===== config.mk =====
export PLATFORM = sky130hd
export DESIGN_NAME = sct_clock_trim
export DESIGN_NICKNAME = d
export VERILOG_FILES = /design/src/shared/sct_pkg.sv /design/src/design/sct_sync.sv /design/src/design/sct_clock_trim.sv
export SDC_FILE = /design/constraint.sdc
export NUM_CORES = 1
export LEC_CHECK = 0
export BUFFER_PORTS_ARGS = -buffer_cell sky130_fd_sc_hd__buf_2
export CORE_ASPECT_RATIO = 1.1
export CORE_MARGIN = 10
export CORE_UTILIZATION = 51
export DETAILED_ROUTE_END_ITERATION = 8
export GPL_TIMING_DRIVEN = 0
export HOLD_SLACK_MARGIN = 0.06
export PLACE_DENSITY = 0.8
export SYNTH_ARGS = -nofsm -noshare
export SYNTH_HDL_FRONTEND = slang
export SYNTH_SLANG_ARGS = --single-unit
export TNS_END_PERCENT = 50

===== constraint.sdc =====
create_clock -name clk -period 1.9 [get_ports clk]
set_clock_uncertainty 0.2 [all_clocks]
set_input_delay 0.38 -clock clk [delete_from_list [all_inputs] [get_ports clk]]
set_output_delay 0.38 -clock clk [all_outputs]
set_load 0.02 [all_outputs]

===== src/shared/sct_pkg.sv =====
package sct_pkg;

  localparam int unsigned ADDR_W = 8;
  localparam int unsigned DATA_W = 16;

  // register offsets as printed
  localparam logic [7:0] SYNC_STARTUP_OFS   = 8'h38;
  localparam logic [7:0] SLOW_CLK_CTRL_OFS  = 8'h4B;
  localparam logic [7:0] FAST_CLK_TRIM_OFS  = 8'h4D;
  localparam logic [7:0] CONV_CLK_TIME_OFS  = 8'h4E;
  localparam logic [7:0] PIN_CFG_OFS        = 8'h4F;

  // reset values
  localparam logic [15:0] SYNC_STARTUP_RST  = 16'h0000;
  localparam logic [6:0]  SLOW_CTRL_RSV_RST = 7'h13;
  localparam logic [5:0]  SLOW_TRIM_RST     = 6'h12;
  localparam logic [7:0]  FAST_TRIM_RST     = 8'h98;
  localparam logic [15:0] CONV_CLK_TIME_RST = 16'h0060;
  localparam logic [15:0] PIN_CFG_RST       = 16'h2090;

  // value software loads for an external trigger source
  localparam logic [15:0] SYNC_STARTUP_EXT  = 16'h4000;

  // slow_clock_control fields
  localparam int unsigned SLOW_BYP_BIT      = 8;
  localparam int unsigned SLOW_ON_BIT       = 7;
  localparam int unsigned SLOW_TRIM_LSB     = 0;
  localparam int unsigned SLOW_TRIM_W       = 6;
  localparam int unsigned SLOW_RSV_LSB      = 9;

  // fast_clock_trim field
  localparam int unsigned FAST_TRIM_LSB     = 0;
  localparam int unsigned FAST_TRIM_W       = 8;

  // pin configuration fields
  localparam int unsigned PIN1_OE_BIT       = 6;
  localparam int unsigned PIN1_IE_BIT       = 5;
  localparam int unsigned TRIG_SEL_LSB      = 2;
  localparam int unsigned PIN0_IE_BIT       = 1;

  // trim code behaviour: slow code inverse, fast code direct
  localparam logic [5:0] SLOW_TRIM_FASTEST  = 6'h00;
  localparam logic [5:0] SLOW_TRIM_CENTRE   = 6'h22;
  localparam logic [5:0] SLOW_TRIM_SLOWEST  = 6'h3F;
  localparam logic [7:0] FAST_TRIM_SLOWEST  = 8'h00;
  localparam logic [7:0] FAST_TRIM_FASTEST  = 8'hFF;

  typedef enum logic [1:0] {
    SCT_TRIG_INTERNAL = 2'b00,
    SCT_TRIG_PIN0     = 2'b01,
    SCT_TRIG_PIN1     = 2'b10,
    SCT_TRIG_RESERVED = 2'b11
  } sct_trig_e;

  typedef struct packed {
    logic [5:0] slow_osc_trim;
    logic [7:0] fast_osc_trim;
  } sct_trim_s;

  typedef struct packed {
    logic        wr;
    logic        rd;
    logic [7:0]  addr;
    logic [15:0] wdata;
  } sct_req_s;

endpackage


===== src/design/sct_sync.sv =====
`timescale 1ns/1ps
`default_nettype none
module sct_sync #(
  parameter int unsigned WIDTH = 1
) (
  input  wire logic             clk,
  input  wire logic             rst,
  input  wire logic [WIDTH-1:0] async_in,
  output var  logic [WIDTH-1:0] sync_out
);
  logic [WIDTH-1:0] meta_reg;
  logic [WIDTH-1:0] meta_next;
  logic [WIDTH-1:0] sync_reg;
  logic [WIDTH-1:0] sync_next;

  // a zero-width synchroniser has nothing to carry
  if (WIDTH < 1) begin : g_width_check
    $error("sct_sync: WIDTH must be at least 1");
  end

  // first stage feeds only the second stage
  always_comb begin
    meta_next = async_in;
    sync_next = meta_reg;
  end

  always_ff @(posedge clk) begin
    if (rst) begin
      meta_reg <= '0;
      sync_reg <= '0;
    end else begin
      meta_reg <= meta_next;
      sync_reg <= sync_next;
    end
  end

  assign sync_out = sync_reg;
endmodule // sct_sync
`default_nettype wire


===== src/design/sct_clock_trim.sv =====
`timescale 1ns/1ps
`default_nettype none
module sct_clock_trim (
  input  wire logic            clk,
  input  wire logic            rst,
  input  wire sct_pkg::sct_req_s reg_req,
  output var  logic [15:0]     reg_rdata,
  output var  logic            reg_ack,
  input  wire logic            slow_osc_clk,
  input  wire logic            general_pin_0_in,
  input  wire logic            general_pin_1_in,
  output var  logic            general_pin_1_out,
  output var  logic            general_pin_1_oe,
  output var  sct_pkg::sct_trim_s trim_code,
  output var  logic            slow_osc_enable,
  output var  logic            sample_clk,
  output var  logic            sample_trigger
);
  import sct_pkg::*;

  logic [15:0] sync_startup_reg;
  logic [15:0] sync_startup_next;
  logic [6:0]  slow_rsv_reg;
  logic [6:0]  slow_rsv_next;
  logic        slow_osc_bypass_reg;
  logic        slow_osc_bypass_next;
  logic        sample_clock_on_reg;
  logic        sample_clock_on_next;
  logic        slow_bit6_reg;
  logic        slow_bit6_next;
  logic [5:0]  slow_osc_trim_reg;
  logic [5:0]  slow_osc_trim_next;
  logic [7:0]  fast_rsv_reg;
  logic [7:0]  fast_rsv_next;
  logic [7:0]  fast_osc_trim_reg;
  logic [7:0]  fast_osc_trim_next;
  logic [15:0] conv_time_reg;
  logic [15:0] conv_time_next;
  logic [15:0] pin_cfg_reg;
  logic [15:0] pin_cfg_next;
  logic [15:0] rdata_reg;
  logic [15:0] rdata_next;
  logic        ack_reg;
  logic        ack_next;

  logic [2:0]  pins_sync;
  logic        src_reg;
  logic        src_next;
  logic        prev_reg;
  logic        prev_next;
  logic        trig_reg;
  logic        trig_next;
  logic        pin0_prev_reg;
  logic        pin0_prev_next;
  logic        pin1_prev_reg;
  logic        pin1_prev_next;

  sct_trig_e   trig_sel;
  logic        pin1_ie;
  logic        pin0_ie;
  logic [15:0] slow_word;
  logic [15:0] fast_word;

  function automatic logic hit(input logic [7:0] a, input logic [7:0] ofs);
    hit = (a == ofs);
  endfunction

  // pin and oscillator levels come from outside this clock domain
  sct_sync #(
    .WIDTH(3)
  ) u_sync (
    .clk     (clk),
    .rst     (rst),
    .async_in({slow_osc_clk, general_pin_1_in, general_pin_0_in}),
    .sync_out(pins_sync)
  );

  assign trig_sel = sct_trig_e'(pin_cfg_reg[TRIG_SEL_LSB +: 2]);
  assign pin1_ie  = pin_cfg_reg[PIN1_IE_BIT];
  assign pin0_ie  = pin_cfg_reg[PIN0_IE_BIT];
  assign slow_word = {slow_rsv_reg, slow_osc_bypass_reg, sample_clock_on_reg, slow_bit6_reg, slow_osc_trim_reg};
  assign fast_word = {fast_rsv_reg, fast_osc_trim_reg};

  // register file
  always_comb begin
    sync_startup_next    = sync_startup_reg;
    slow_rsv_next        = slow_rsv_reg;
    slow_osc_bypass_next = slow_osc_bypass_reg;
    sample_clock_on_next = sample_clock_on_reg;
    slow_bit6_next       = slow_bit6_reg;
    slow_osc_trim_next   = slow_osc_trim_reg;
    fast_rsv_next        = fast_rsv_reg;
    fast_osc_trim_next   = fast_osc_trim_reg;
    conv_time_next       = conv_time_reg;
    pin_cfg_next         = pin_cfg_reg;
    rdata_next           = rdata_reg;
    ack_next             = reg_req.wr | reg_req.rd;
    if (reg_req.wr) begin
      // the startup word is stored as written; matching it to the trigger source is software's job
      if (hit(reg_req.addr, SYNC_STARTUP_OFS)) begin
        sync_startup_next = reg_req.wdata;
      end
      if (hit(reg_req.addr, SLOW_CLK_CTRL_OFS)) begin
        slow_rsv_next        = reg_req.wdata[SLOW_RSV_LSB +: 7];
        slow_osc_bypass_next = reg_req.wdata[SLOW_BYP_BIT];
        sample_clock_on_next = reg_req.wdata[SLOW_ON_BIT];
        slow_bit6_next       = reg_req.wdata[SLOW_ON_BIT-1];
        slow_osc_trim_next   = reg_req.wdata[SLOW_TRIM_LSB +: SLOW_TRIM_W];
      end
      if (hit(reg_req.addr, FAST_CLK_TRIM_OFS)) begin
        fast_rsv_next      = reg_req.wdata[15:FAST_TRIM_W];
        fast_osc_trim_next = reg_req.wdata[FAST_TRIM_LSB +: FAST_TRIM_W];
      end
      if (hit(reg_req.addr, CONV_CLK_TIME_OFS)) begin
        conv_time_next = reg_req.wdata;
      end
      if (hit(reg_req.addr, PIN_CFG_OFS)) begin
        pin_cfg_next = reg_req.wdata;
      end
    end
    if (reg_req.rd) begin
      // unmapped offsets read as zero; a read in a write cycle returns the old value
      case (1'b1)
        hit(reg_req.addr, SYNC_STARTUP_OFS):  rdata_next = sync_startup_reg;
        hit(reg_req.addr, SLOW_CLK_CTRL_OFS): rdata_next = slow_word;
        hit(reg_req.addr, FAST_CLK_TRIM_OFS): rdata_next = fast_word;
        hit(reg_req.addr, CONV_CLK_TIME_OFS): rdata_next = conv_time_reg;
        hit(reg_req.addr, PIN_CFG_OFS):       rdata_next = pin_cfg_reg;
        default:                              rdata_next = 16'h0000;
      endcase
    end
  end

  always_ff @(posedge clk) begin
    if (rst) begin
      sync_startup_reg    <= SYNC_STARTUP_RST;
      slow_rsv_reg        <= SLOW_CTRL_RSV_RST;
      slow_osc_bypass_reg <= 1'b0;
      sample_clock_on_reg <= 1'b0;
      slow_bit6_reg       <= 1'b0;
      slow_osc_trim_reg   <= SLOW_TRIM_RST;
      fast_rsv_reg        <= 8'h00;
      fast_osc_trim_reg   <= FAST_TRIM_RST;
      conv_time_reg       <= CONV_CLK_TIME_RST;
      pin_cfg_reg         <= PIN_CFG_RST;
      rdata_reg           <= 16'h0000;
      ack_reg             <= 1'b0;
    end else begin
      sync_startup_reg    <= sync_startup_next;
      slow_rsv_reg        <= slow_rsv_next;
      slow_osc_bypass_reg <= slow_osc_bypass_next;
      sample_clock_on_reg <= sample_clock_on_next;
      slow_bit6_reg       <= slow_bit6_next;
      slow_osc_trim_reg   <= slow_osc_trim_next;
      fast_rsv_reg        <= fast_rsv_next;
      fast_osc_trim_reg   <= fast_osc_trim_next;
      conv_time_reg       <= conv_time_next;
      pin_cfg_reg         <= pin_cfg_next;
      rdata_reg           <= rdata_next;
      ack_reg             <= ack_next;
    end
  end

  // sample clock path and trigger select
  always_comb begin
    // an external clock needs the pin input enabled, else the source reads low
    src_next = slow_osc_bypass_reg ? (pins_sync[1] & pin1_ie) : pins_sync[2];
    src_next = src_next & sample_clock_on_reg;
    prev_next      = src_reg;
    pin0_prev_next = pins_sync[0] & pin0_ie;
    pin1_prev_next = pins_sync[1] & pin1_ie;
    case (trig_sel)
      SCT_TRIG_INTERNAL: trig_next = src_reg & ~prev_reg;
      SCT_TRIG_PIN0:     trig_next = pins_sync[0] & pin0_ie & ~pin0_prev_reg;
      SCT_TRIG_PIN1:     trig_next = pins_sync[1] & pin1_ie & ~pin1_prev_reg;
      default:           trig_next = 1'b0;
    endcase
  end

  always_ff @(posedge clk) begin
    if (rst) begin
      src_reg       <= 1'b0;
      prev_reg      <= 1'b0;
      pin0_prev_reg <= 1'b0;
      pin1_prev_reg <= 1'b0;
      trig_reg      <= 1'b0;
    end else begin
      src_reg       <= src_next;
      prev_reg      <= prev_next;
      pin0_prev_reg <= pin0_prev_next;
      pin1_prev_reg <= pin1_prev_next;
      trig_reg      <= trig_next;
    end
  end

  // codes pass straight to the oscillators; slow code is inverse, fast code direct in the analog cells
  assign trim_code.slow_osc_trim = slow_osc_trim_reg;
  assign trim_code.fast_osc_trim = fast_osc_trim_reg;
  // internal oscillator idles while bypassed to save power
  assign slow_osc_enable   = sample_clock_on_reg & ~slow_osc_bypass_reg;
  assign sample_clk        = src_reg;
  assign sample_trigger    = trig_reg;
  assign general_pin_1_out = 1'b0;
  assign general_pin_1_oe  = pin_cfg_reg[PIN1_OE_BIT];
  assign reg_rdata         = rdata_reg;
  assign reg_ack           = ack_reg;
endmodule // sct_clock_trim
`default_nettype wire


==> results of run 1 <==
[power by group through the flow]
| stage | Combinational [mW] | Sequential, mW | Clock (mW) |
|---|---|---|---|
| after floorplan | 0.139 | 2.33 | 0 |
| after global placement | 0.241 | 2.33 | 0 |
| after detailed placement | 0.248 | 2.33 | 0 |
| after CTS | 0.253 | 2.28 | 1.58 |
| after global routing | 0.276 | 2.28 | 1.68 |
| final | 0.257 | 2.28 | 1.57 |
[synthesized netlist by cell type (5+ instances only)]
library cell	instances
sky130_fd_sc_hd__a211o_1	8
sky130_fd_sc_hd__a21oi_1	43
sky130_fd_sc_hd__a22oi_1	16
sky130_fd_sc_hd__buf_4	5
sky130_fd_sc_hd__buf_6	7
sky130_fd_sc_hd__clkbuf_1	13
sky130_fd_sc_hd__clkbuf_8	6
sky130_fd_sc_hd__dfxtp_1	108
sky130_fd_sc_hd__inv_1	6
sky130_fd_sc_hd__mux2_2	16
sky130_fd_sc_hd__mux2i_1	40
sky130_fd_sc_hd__nand2_1	68
sky130_fd_sc_hd__nand2b_1	17
sky130_fd_sc_hd__nand3b_1	5
sky130_fd_sc_hd__nor2_1	68
sky130_fd_sc_hd__nor2b_1	13
sky130_fd_sc_hd__o22a_1	16
sky130_fd_sc_hd__o32ai_1	15
[kinds of logic after synthesis]
| kind of cell | count (synthesis) | share of synthesized area [%] |
|---|---|---|
| AND/OR/NAND/NOR | 186 | 18.67 |
| flip-flops | 108 | 46.15 |
| AO/OA/AOI/OAI | 103 | 15.41 |
| multiplexers | 56 | 12.39 |
| buffers and inverters | 46 | 7.292 |
| other | 1 | 0.08005 |
[worst register-to-register path, cell delays in order (launching register included)]
cell and delay (ns):
sky130_fd_sc_hd__dfxtp_1 0.37, sky130_fd_sc_hd__mux2_2 0.30, sky130_fd_sc_hd__a22oi_1 0.18, sky130_fd_sc_hd__o22a_1 0.19, sky130_fd_sc_hd__o32ai_1 0.09
[metrics by stage]
step / setup TNS (ns) / instances / total power, mW / hold WS (ns)
final: 0 / 698 / 4.099 / 0.09191
after global routing: -0.7147 / 698 / 4.231 / 0.08294
after CTS: 0 / 697 / 4.112 / 0.08131
after detailed placement: -15.97 / 678 / 2.577 / 0.2291
after global placement: -12.54 / 678 / 2.569 / 0.2262
after floorplan: 0 / 500 / 2.470 / 0.2138
[timing repair]
action	CTS	global route
gates resized for setup	0	1
hold endpoints to repair	3	0
setup buffers	0	1
endpoints found under the setup margin	0	22
hold buffers	3	0
[placed cells by master, fill, tap and decap left out, types with 2 or more instances in the layout]
cell type and count:
sky130_fd_sc_hd__buf_6 7, sky130_fd_sc_hd__a211o_1 8, sky130_fd_sc_hd__inv_1 6, sky130_fd_sc_hd__buf_2 67, sky130_fd_sc_hd__and3_2 2, sky130_fd_sc_hd__a22oi_1 16
sky130_fd_sc_hd__a21oi_1 43, sky130_fd_sc_hd__nand2_1 68, sky130_fd_sc_hd__dlygate4sd3_1 3, sky130_fd_sc_hd__inv_6 3, sky130_fd_sc_hd__mux2_2 16, sky130_fd_sc_hd__buf_4 6
sky130_fd_sc_hd__dfxtp_1 108, sky130_fd_sc_hd__clkbuf_8 15, sky130_fd_sc_hd__nor2_1 68, sky130_fd_sc_hd__nand3b_1 5, sky130_fd_sc_hd__clkinv_4 2, sky130_fd_sc_hd__bufinv_16 2
sky130_fd_sc_hd__clkdlybuf4s50_2 2, sky130_fd_sc_hd__and3_1 2, sky130_fd_sc_hd__clkbuf_1 13, sky130_fd_sc_hd__nand2b_1 17, sky130_fd_sc_hd__nand3_1 3, sky130_fd_sc_hd__o32ai_1 15
sky130_fd_sc_hd__nor2b_1 13, sky130_fd_sc_hd__mux2i_1 40, sky130_fd_sc_hd__o22a_1 16
[worst max path at each step]
stage / start / to / slack, ns
floorplan: reg_req[19] / fast_rsv_reg[6] / 0.12
global placement: reg_req[16] / sync_startup_reg[10] / -0.29
detailed placement: reg_req[16] / sync_startup_reg[9] / -0.36
CTS: reg_req[16] / sync_startup_reg[11] / 0.05
global route: reg_req[23] / slow_rsv_reg[5] / -0.07
finish: reg_req[23] / slow_osc_trim_reg[4] / 0.08
[layout make-up]
| cell class | count | area [µm²] |
|---|---|---|
| clock buffer | 9 | 123.9 |
| inverter | 6 | 22.52 |
| timing repair buffer | 68 | 357.8 |
| sequential | 108 | 2162 |
| tap | 114 | 142.6 |
| buffer | 40 | 321.6 |
| multi-input combinational | 346 | 2181 |
| fill | 782 | 3503 |
| clock inverter | 7 | 103.9 |
[routing by layer]
metal | vias up | wire length (µm)
li1 | 1889 | -
met4 | 0 | 252
met3 | 18 | 523
met5 | - | 0
met1 | 1843 | 5277
met2 | 106 | 6062
==> results.rst, run 1 <==
.. list-table::
   :header-rows: 1

   * - Metric
     - Value
   * - Library cell used as clock root buffer
     - sky130_fd_sc_hd__clkbuf_8
   * - Path type of the worst min-delay path
     - in -> reg
   * - Avg Synthesized Cell Area
     - 9.369 µm²
   * - Die H
     - 120.5 µm
   * - Final worst path period share
     - 95.66%
   * - Net count after synthesis
     - 531
   * - Required time of the critical path
     - 1.96 ns
   * - Top area cells in the synthesized netlist
     - sky130_fd_sc_hd__dfxtp_1, sky130_fd_sc_hd__mux2i_1, sky130_fd_sc_hd__nand2_1
   * - Number of nets with antenna violations after routing
     - 0
   * - Worst-path clk slew
     - 0.11 ns
   * - Global Route met3 Usage
     - 3.314%
   * - Sequential fraction of the synthesis area
     - 46.15%
   * - Final-report hold violation count
     - 0
   * - Flops & latches, synth
     - 108
   * - Final routed DRC violation total
     - 0
   * - Cell with the most instances on the worst path
     - sky130_fd_sc_hd__nor2b_1
   * - TritonCTS clock tree
     - built
   * - Post-layout worst setup margin
     - 0.08255 ns
   * - Type of the worst setup path
     - in -> reg
   * - Total placed instance area
     - 5147 µm²
   * - Number of maximum-capacitance violations
     - 0
   * - Port Buf Inserts
     - 64
   * - Top Ports
     - 67
   * - Destination of the worst register-to-register timing path
     - reg_rdata[2]
   * - Relative contribution of combinational cells to total power
     - 6.3%
   * - WHS Endpoint
     - sync_startup_reg[12]
   * - Slowest CP cell
     - sky130_fd_sc_hd__clkbuf_1
   * - Weighted congestion reported at the end of routability-driven placement
     - 0.8455
   * - Inserted Clock Buffers
     - 9
   * - Gr ovfl total
     - 0
   * - Unrepaired setup endpoints after global routing
     - yes
   * - Launch point of the worst hold path
     - reg_req[12]
   * - Clk pwr share
     - 38.2%
   * - Worst slew margin relative to its limit
     - 62.47%
   * - Longest individual stage delay on the worst path
     - 0.34 ns
   * - Core Region
     - 8919 µm²
   * - Synth Cell Area
     - 4684 µm²
   * - Detail Placement HPWL
     - 9.360 mm
   * - DR WL/cell
     - 17.36 µm
   * - Synthesis warning total
     - 0
   * - Kind of start point of the critical path
     - input port
   * - Portion of synthesized cell area occupied by the leading cell type
     - 46.15%
   * - Number of library cell types mapped by synthesis
     - 40
   * - Design internal power
     - 3.132 mW
   * - Total die area
     - 13420 µm²
   * - Mapped Cells
     - 500
   * - Total wire length
     - 12.12 mm
   * - Busiest grt layer
     - met2
   * - Die X-Extent
     - 111.4 µm
   * - Top cell type by total area after synthesis
     - sky130_fd_sc_hd__dfxtp_1
   * - Clock tree sinks
     - 108
   * - Slew of the pin with the lowest slew margin
     - 0.5630 ns
   * - Register-to-Register Path Depth
     - 4
   * - Final Slew Violations
     - 0
   * - Clock Path Buffers
     - 2
   * - Initial antenna violation count
     - 0
   * - Power density over cell area
     - 757.0 nW/µm²
   * - Proportion of total power due to net switching
     - 23.59%
   * - First-pass GRT wire length
     - 19.53 mm
   * - Vias per Instance
     - 5.524
   * - Area overhead of the layout relative to synthesis
     - 15.60%
   * - 1st-iter DRT viols
     - 215
   * - Maximum number of pins on one net before global-route repair
     - 20
   * - Most used flip-flop cell after synthesis
     - sky130_fd_sc_hd__dfxtp_1
   * - Status
     - completed
   * - GR Layer Usage met2
     - 30.65%
   * - First-pass DRT Iterations
     - 7
   * - Cell leakage power
     - 2.403 nW
   * - Cell type group with the largest total delay on the critical path
     - simple AND/OR/NAND/NOR gates
   * - Max FO, Critical Path
     - 10
   * - Total GRT Usage
     - 17.59%
   * - Number of antenna repair diodes
     - 0
   * - Count of buffering cells on the critical path with inverters included
     - 2
   * - Hold Path Cell Cnt
     - 3
   * - Setup slack on the worst flop-to-flop path
     - 0.45 ns
   * - Worst Path Arrival
     - 1.88 ns
   * - Sequential share of power
     - 55.5%
   * - FF-to-FF Start
     - pin_cfg_reg[2]
   * - Post-layout util
     - 60.72%
   * - Standard-cell rows
     - 36
   * - Effective utilization at floorplan
     - 52.53%
   * - Cell count along the critical path
     - 7
   * - EDFF count, synth
     - 0
   * - Highest clock rate
     - 0.5502 GHz
   * - Final layout net count
     - 610
   * - Via count of the routed design
     - 3856
   * - Worst-skew pair later-pin latency
     - 0.37 ns
   * - Fraction of layout instances using a drive strength above 1
     - 22.43%
   * - Reported net switching power
     - 967.0 µW
   * - Global routing met1 resource utilization
     - 21.06%
   * - H-tree levels
     - 3
   * - Critical Path End Type
     - register
   * - Async set-reset flop share out of synthesis
     - 0%
   * - Number of global-route vias before repair
     - 3975
   * - Critical-path cell list
     - buf_2, nor2b_1, nor2b_1, nand3_1, clkbuf_1, nand2_1, nand3b_1
   * - Count of endpoints failing setup in the final report
     - 0
   * - Worst vdd ir
     - 0.3498 mV
   * - Cell area after layout
     - 5415 µm²
   * - Post-placement setup slack
     - -0.3560 ns
   * - Crit path time final
     - 1.817 ns
No activity file was read; power rests on OpenSTA's default activity.
==> run 2, diff against run 1 <==
--- a/config.mk
+++ b/config.mk
@@ -7,7 +7,7 @@
 export LEC_CHECK = 0
 export BUFFER_PORTS_ARGS = -buffer_cell sky130_fd_sc_hd__buf_2
 export CORE_ASPECT_RATIO = 1.1
-export CORE_MARGIN = 10
+export CORE_MARGIN = 4
 export CORE_UTILIZATION = 51
 export DETAILED_ROUTE_END_ITERATION = 8
 export GPL_TIMING_DRIVEN = 0
==> run 2 against run 1 <==
Compared with the run above:
- sequential power is essentially flat
- non-clock buffer count up 1
- design area shrank 0.18%
- wire length down 5.2%
- cell count stayed put
- sequential share of layout area up 0.074 points
- register-to-register slack barely moved
- largest power group unchanged
==> results.rst, run 2 (synthesized netlist as in run 1, its figures left out) <==
.. list-table::
   :header-rows: 1

   * - Metric
     - Value
   * - Standard-cell rows
     - 36
   * - Number of global-route vias before repair
     - 3789
   * - Final-report hold violation count
     - 0
   * - First-pass DRT Iterations
     - 4
   * - Weighted congestion reported at the end of routability-driven placement
     - 0.9081
   * - Number of maximum-capacitance violations
     - 0
   * - Destination of the worst register-to-register timing path
     - reg_rdata[1]
   * - Crit path time final
     - 1.854 ns
   * - Type of the worst setup path
     - in -> reg
   * - Sequential share of power
     - 56.5%
   * - Effective utilization at floorplan
     - 52.53%
   * - Kind of start point of the critical path
     - input port
   * - Final Slew Violations
     - 0
   * - Area of the multi-input gates
     - 2181 µm²
   * - Total wire length
     - 11.48 mm
   * - Worst-skew pair later-pin latency
     - 0.37 ns
   * - Die X-Extent
     - 99.38 µm
   * - Total die area
     - 10780 µm²
   * - Post-layout util
     - 60.61%
   * - Register-to-Register Path Depth
     - 4
   * - Die H
     - 108.5 µm
   * - Initial antenna violation count
     - 0
   * - Status
     - completed
   * - Commonest non-fill, non-tap cells in the layout
     - sky130_fd_sc_hd__dfxtp_1, sky130_fd_sc_hd__buf_2, sky130_fd_sc_hd__nor2_1, sky130_fd_sc_hd__nand2_1, sky130_fd_sc_hd__a21oi_1
   * - H-tree levels
     - 3
   * - Number of antenna repair diodes
     - 0
   * - Post-layout worst setup margin
     - 0.04643 ns
   * - Reported net switching power
     - 923.5 µW
   * - 1st-iter DRT viols
     - 225
   * - Relative contribution of combinational cells to total power
     - 6.4%
   * - WHS Endpoint
     - sync_startup_reg[5]
   * - Gates resized, CTS repair
     - 0
   * - Path type of the worst min-delay path
     - in -> reg
   * - FF-to-FF Start
     - pin_cfg_reg[1]
   * - Design internal power
     - 3.108 mW
   * - Vias per Instance
     - 5.610
   * - Fraction of layout instances using a drive strength above 1
     - 22.43%
   * - Launch point of the worst hold path
     - reg_req[5]
   * - Power density over cell area
     - 745.8 nW/µm²
   * - Count of endpoints failing setup in the final report
     - 0
   * - Number of nets with antenna violations after routing
     - 0
   * - Clock tree sinks
     - 108
   * - Gr ovfl total
     - 0
   * - Top Ports
     - 67
   * - Total power draw
     - 4.031 mW
   * - DR WL/cell
     - 16.45 µm
   * - Cell leakage power
     - 2.394 nW
   * - Final worst path period share
     - 97.56%
   * - Setup slack on the worst flop-to-flop path
     - 0.46 ns
   * - Critical Path End Type
     - register
   * - Clock Path Buffers
     - 2
   * - Worst vdd ir
     - 0.3916 mV
   * - First-pass GRT wire length
     - 18.58 mm
   * - Leading cell type in the layout, fill and taps excluded
     - sky130_fd_sc_hd__dfxtp_1
   * - Max FO, Critical Path
     - 10
   * - Final layout net count
     - 611
   * - Maximum number of pins on one net before global-route repair
     - 18
   * - Highest clock rate
     - 0.5395 GHz
   * - Detail Placement HPWL
     - 8.638 mm
   * - Hold Path Cell Cnt
     - 3
   * - Total GRT Usage
     - 21.84%
   * - Worst Path Arrival
     - 1.89 ns
   * - Footprint of the flip-flops and latches
     - 2162 µm²
   * - Slew of the pin with the lowest slew margin
     - 0.5703 ns
   * - Unrepaired setup endpoints after global routing
     - yes
   * - Required time of the critical path
     - 1.94 ns
   * - Post-placement setup slack
     - -0.3666 ns
   * - Filler instances
     - 786
   * - Core Region
     - 8919 µm²
   * - Area overhead of the layout relative to synthesis
     - 15.38%
   * - Final routed DRC violation total
     - 0
   * - Clk pwr share
     - 37.2%
   * - Proportion of total power due to net switching
     - 22.91%
   * - Worst-path clk slew
     - 0.10 ns
   * - Final-layout worst hold slack
     - 0.1030 ns
   * - Via count of the routed design
     - 3916
   * - Worst slew margin relative to its limit
     - 61.98%
   * - Library cell used as clock root buffer
     - sky130_fd_sc_hd__clkbuf_8
   * - Inserted Clock Buffers
     - 9
   * - TritonCTS clock tree
     - built
   * - Port Buf Inserts
     - 64
[run 2: layout make-up]
type,instances,share of cell area [%]
inverter,6,0.4167
sequential,108,40.00
buffer,40,5.903
timing repair buffer,69,6.759
tap,114,2.639
multi-input combinational,346,40.35
clock buffer,9,2.292
clock inverter,6,1.644
[run 2: power by group through the flow]
stage / Sequential, mW / Clock [mW] / Combinational, mW
5_1_grt: 2.28 / 1.61 / 0.276
4_1_cts: 2.28 / 1.52 / 0.253
3_5_place_dp: 2.33 / 0 / 0.247
6_report: 2.28 / 1.50 / 0.256
2_1_floorplan: 2.33 / 0 / 0.139
3_3_place_gp: 2.33 / 0 / 0.241
[run 2: timing repair]
action,CTS,global route
endpoints found under the setup margin,0,22
hold buffers,3,0
setup buffers,0,2
hold endpoints to repair,3,0
[run 2: through the flow]
step | TNS [ns] | cells | cell area, µm²
4_1_cts | 0 | 696 | 5390
3_5_place_dp | -15.78 | 678 | 5147
5_1_grt | -0.3875 | 698 | 5405
3_3_place_gp | -12.39 | 678 | 5147
6_report | 0 | 698 | 5405
2_1_floorplan | 0 | 500 | 4684
[run 2: critical path: stages]
cell and delay, ns:
sky130_fd_sc_hd__buf_2 0.10, sky130_fd_sc_hd__nor2b_1 0.21, sky130_fd_sc_hd__nor2b_1 0.32, sky130_fd_sc_hd__nand3_1 0.33
sky130_fd_sc_hd__clkbuf_1 0.34, sky130_fd_sc_hd__nand2_1 0.14, sky130_fd_sc_hd__a21oi_1 0.07
[run 2: metal layers]
metal,vias up,track usage (%),wire length [µm]
li1,1885,-,-
met1,1860,27.17,4725
met2,148,37.04,5692
met3,23,4.258,770
met4,0,8.976,292
met5,-,0,0
[run 2: how the worst max path moves through the flow]
| stage | to | slack (ns) | cells after the start | from |
|---|---|---|---|---|
| floorplan | fast_rsv_reg[6] | 0.12 | 7 | reg_req[19] |
| global placement | sync_startup_reg[10] | -0.28 | 6 | reg_req[16] |
| detailed placement | sync_startup_reg[10] | -0.37 | 6 | reg_req[16] |
| CTS | sync_startup_reg[11] | 0.02 | 6 | reg_req[16] |
| global route | sample_clock_on_reg | -0.06 | 7 | reg_req[23] |
| finish | sample_clock_on_reg | 0.05 | 7 | reg_req[23] |
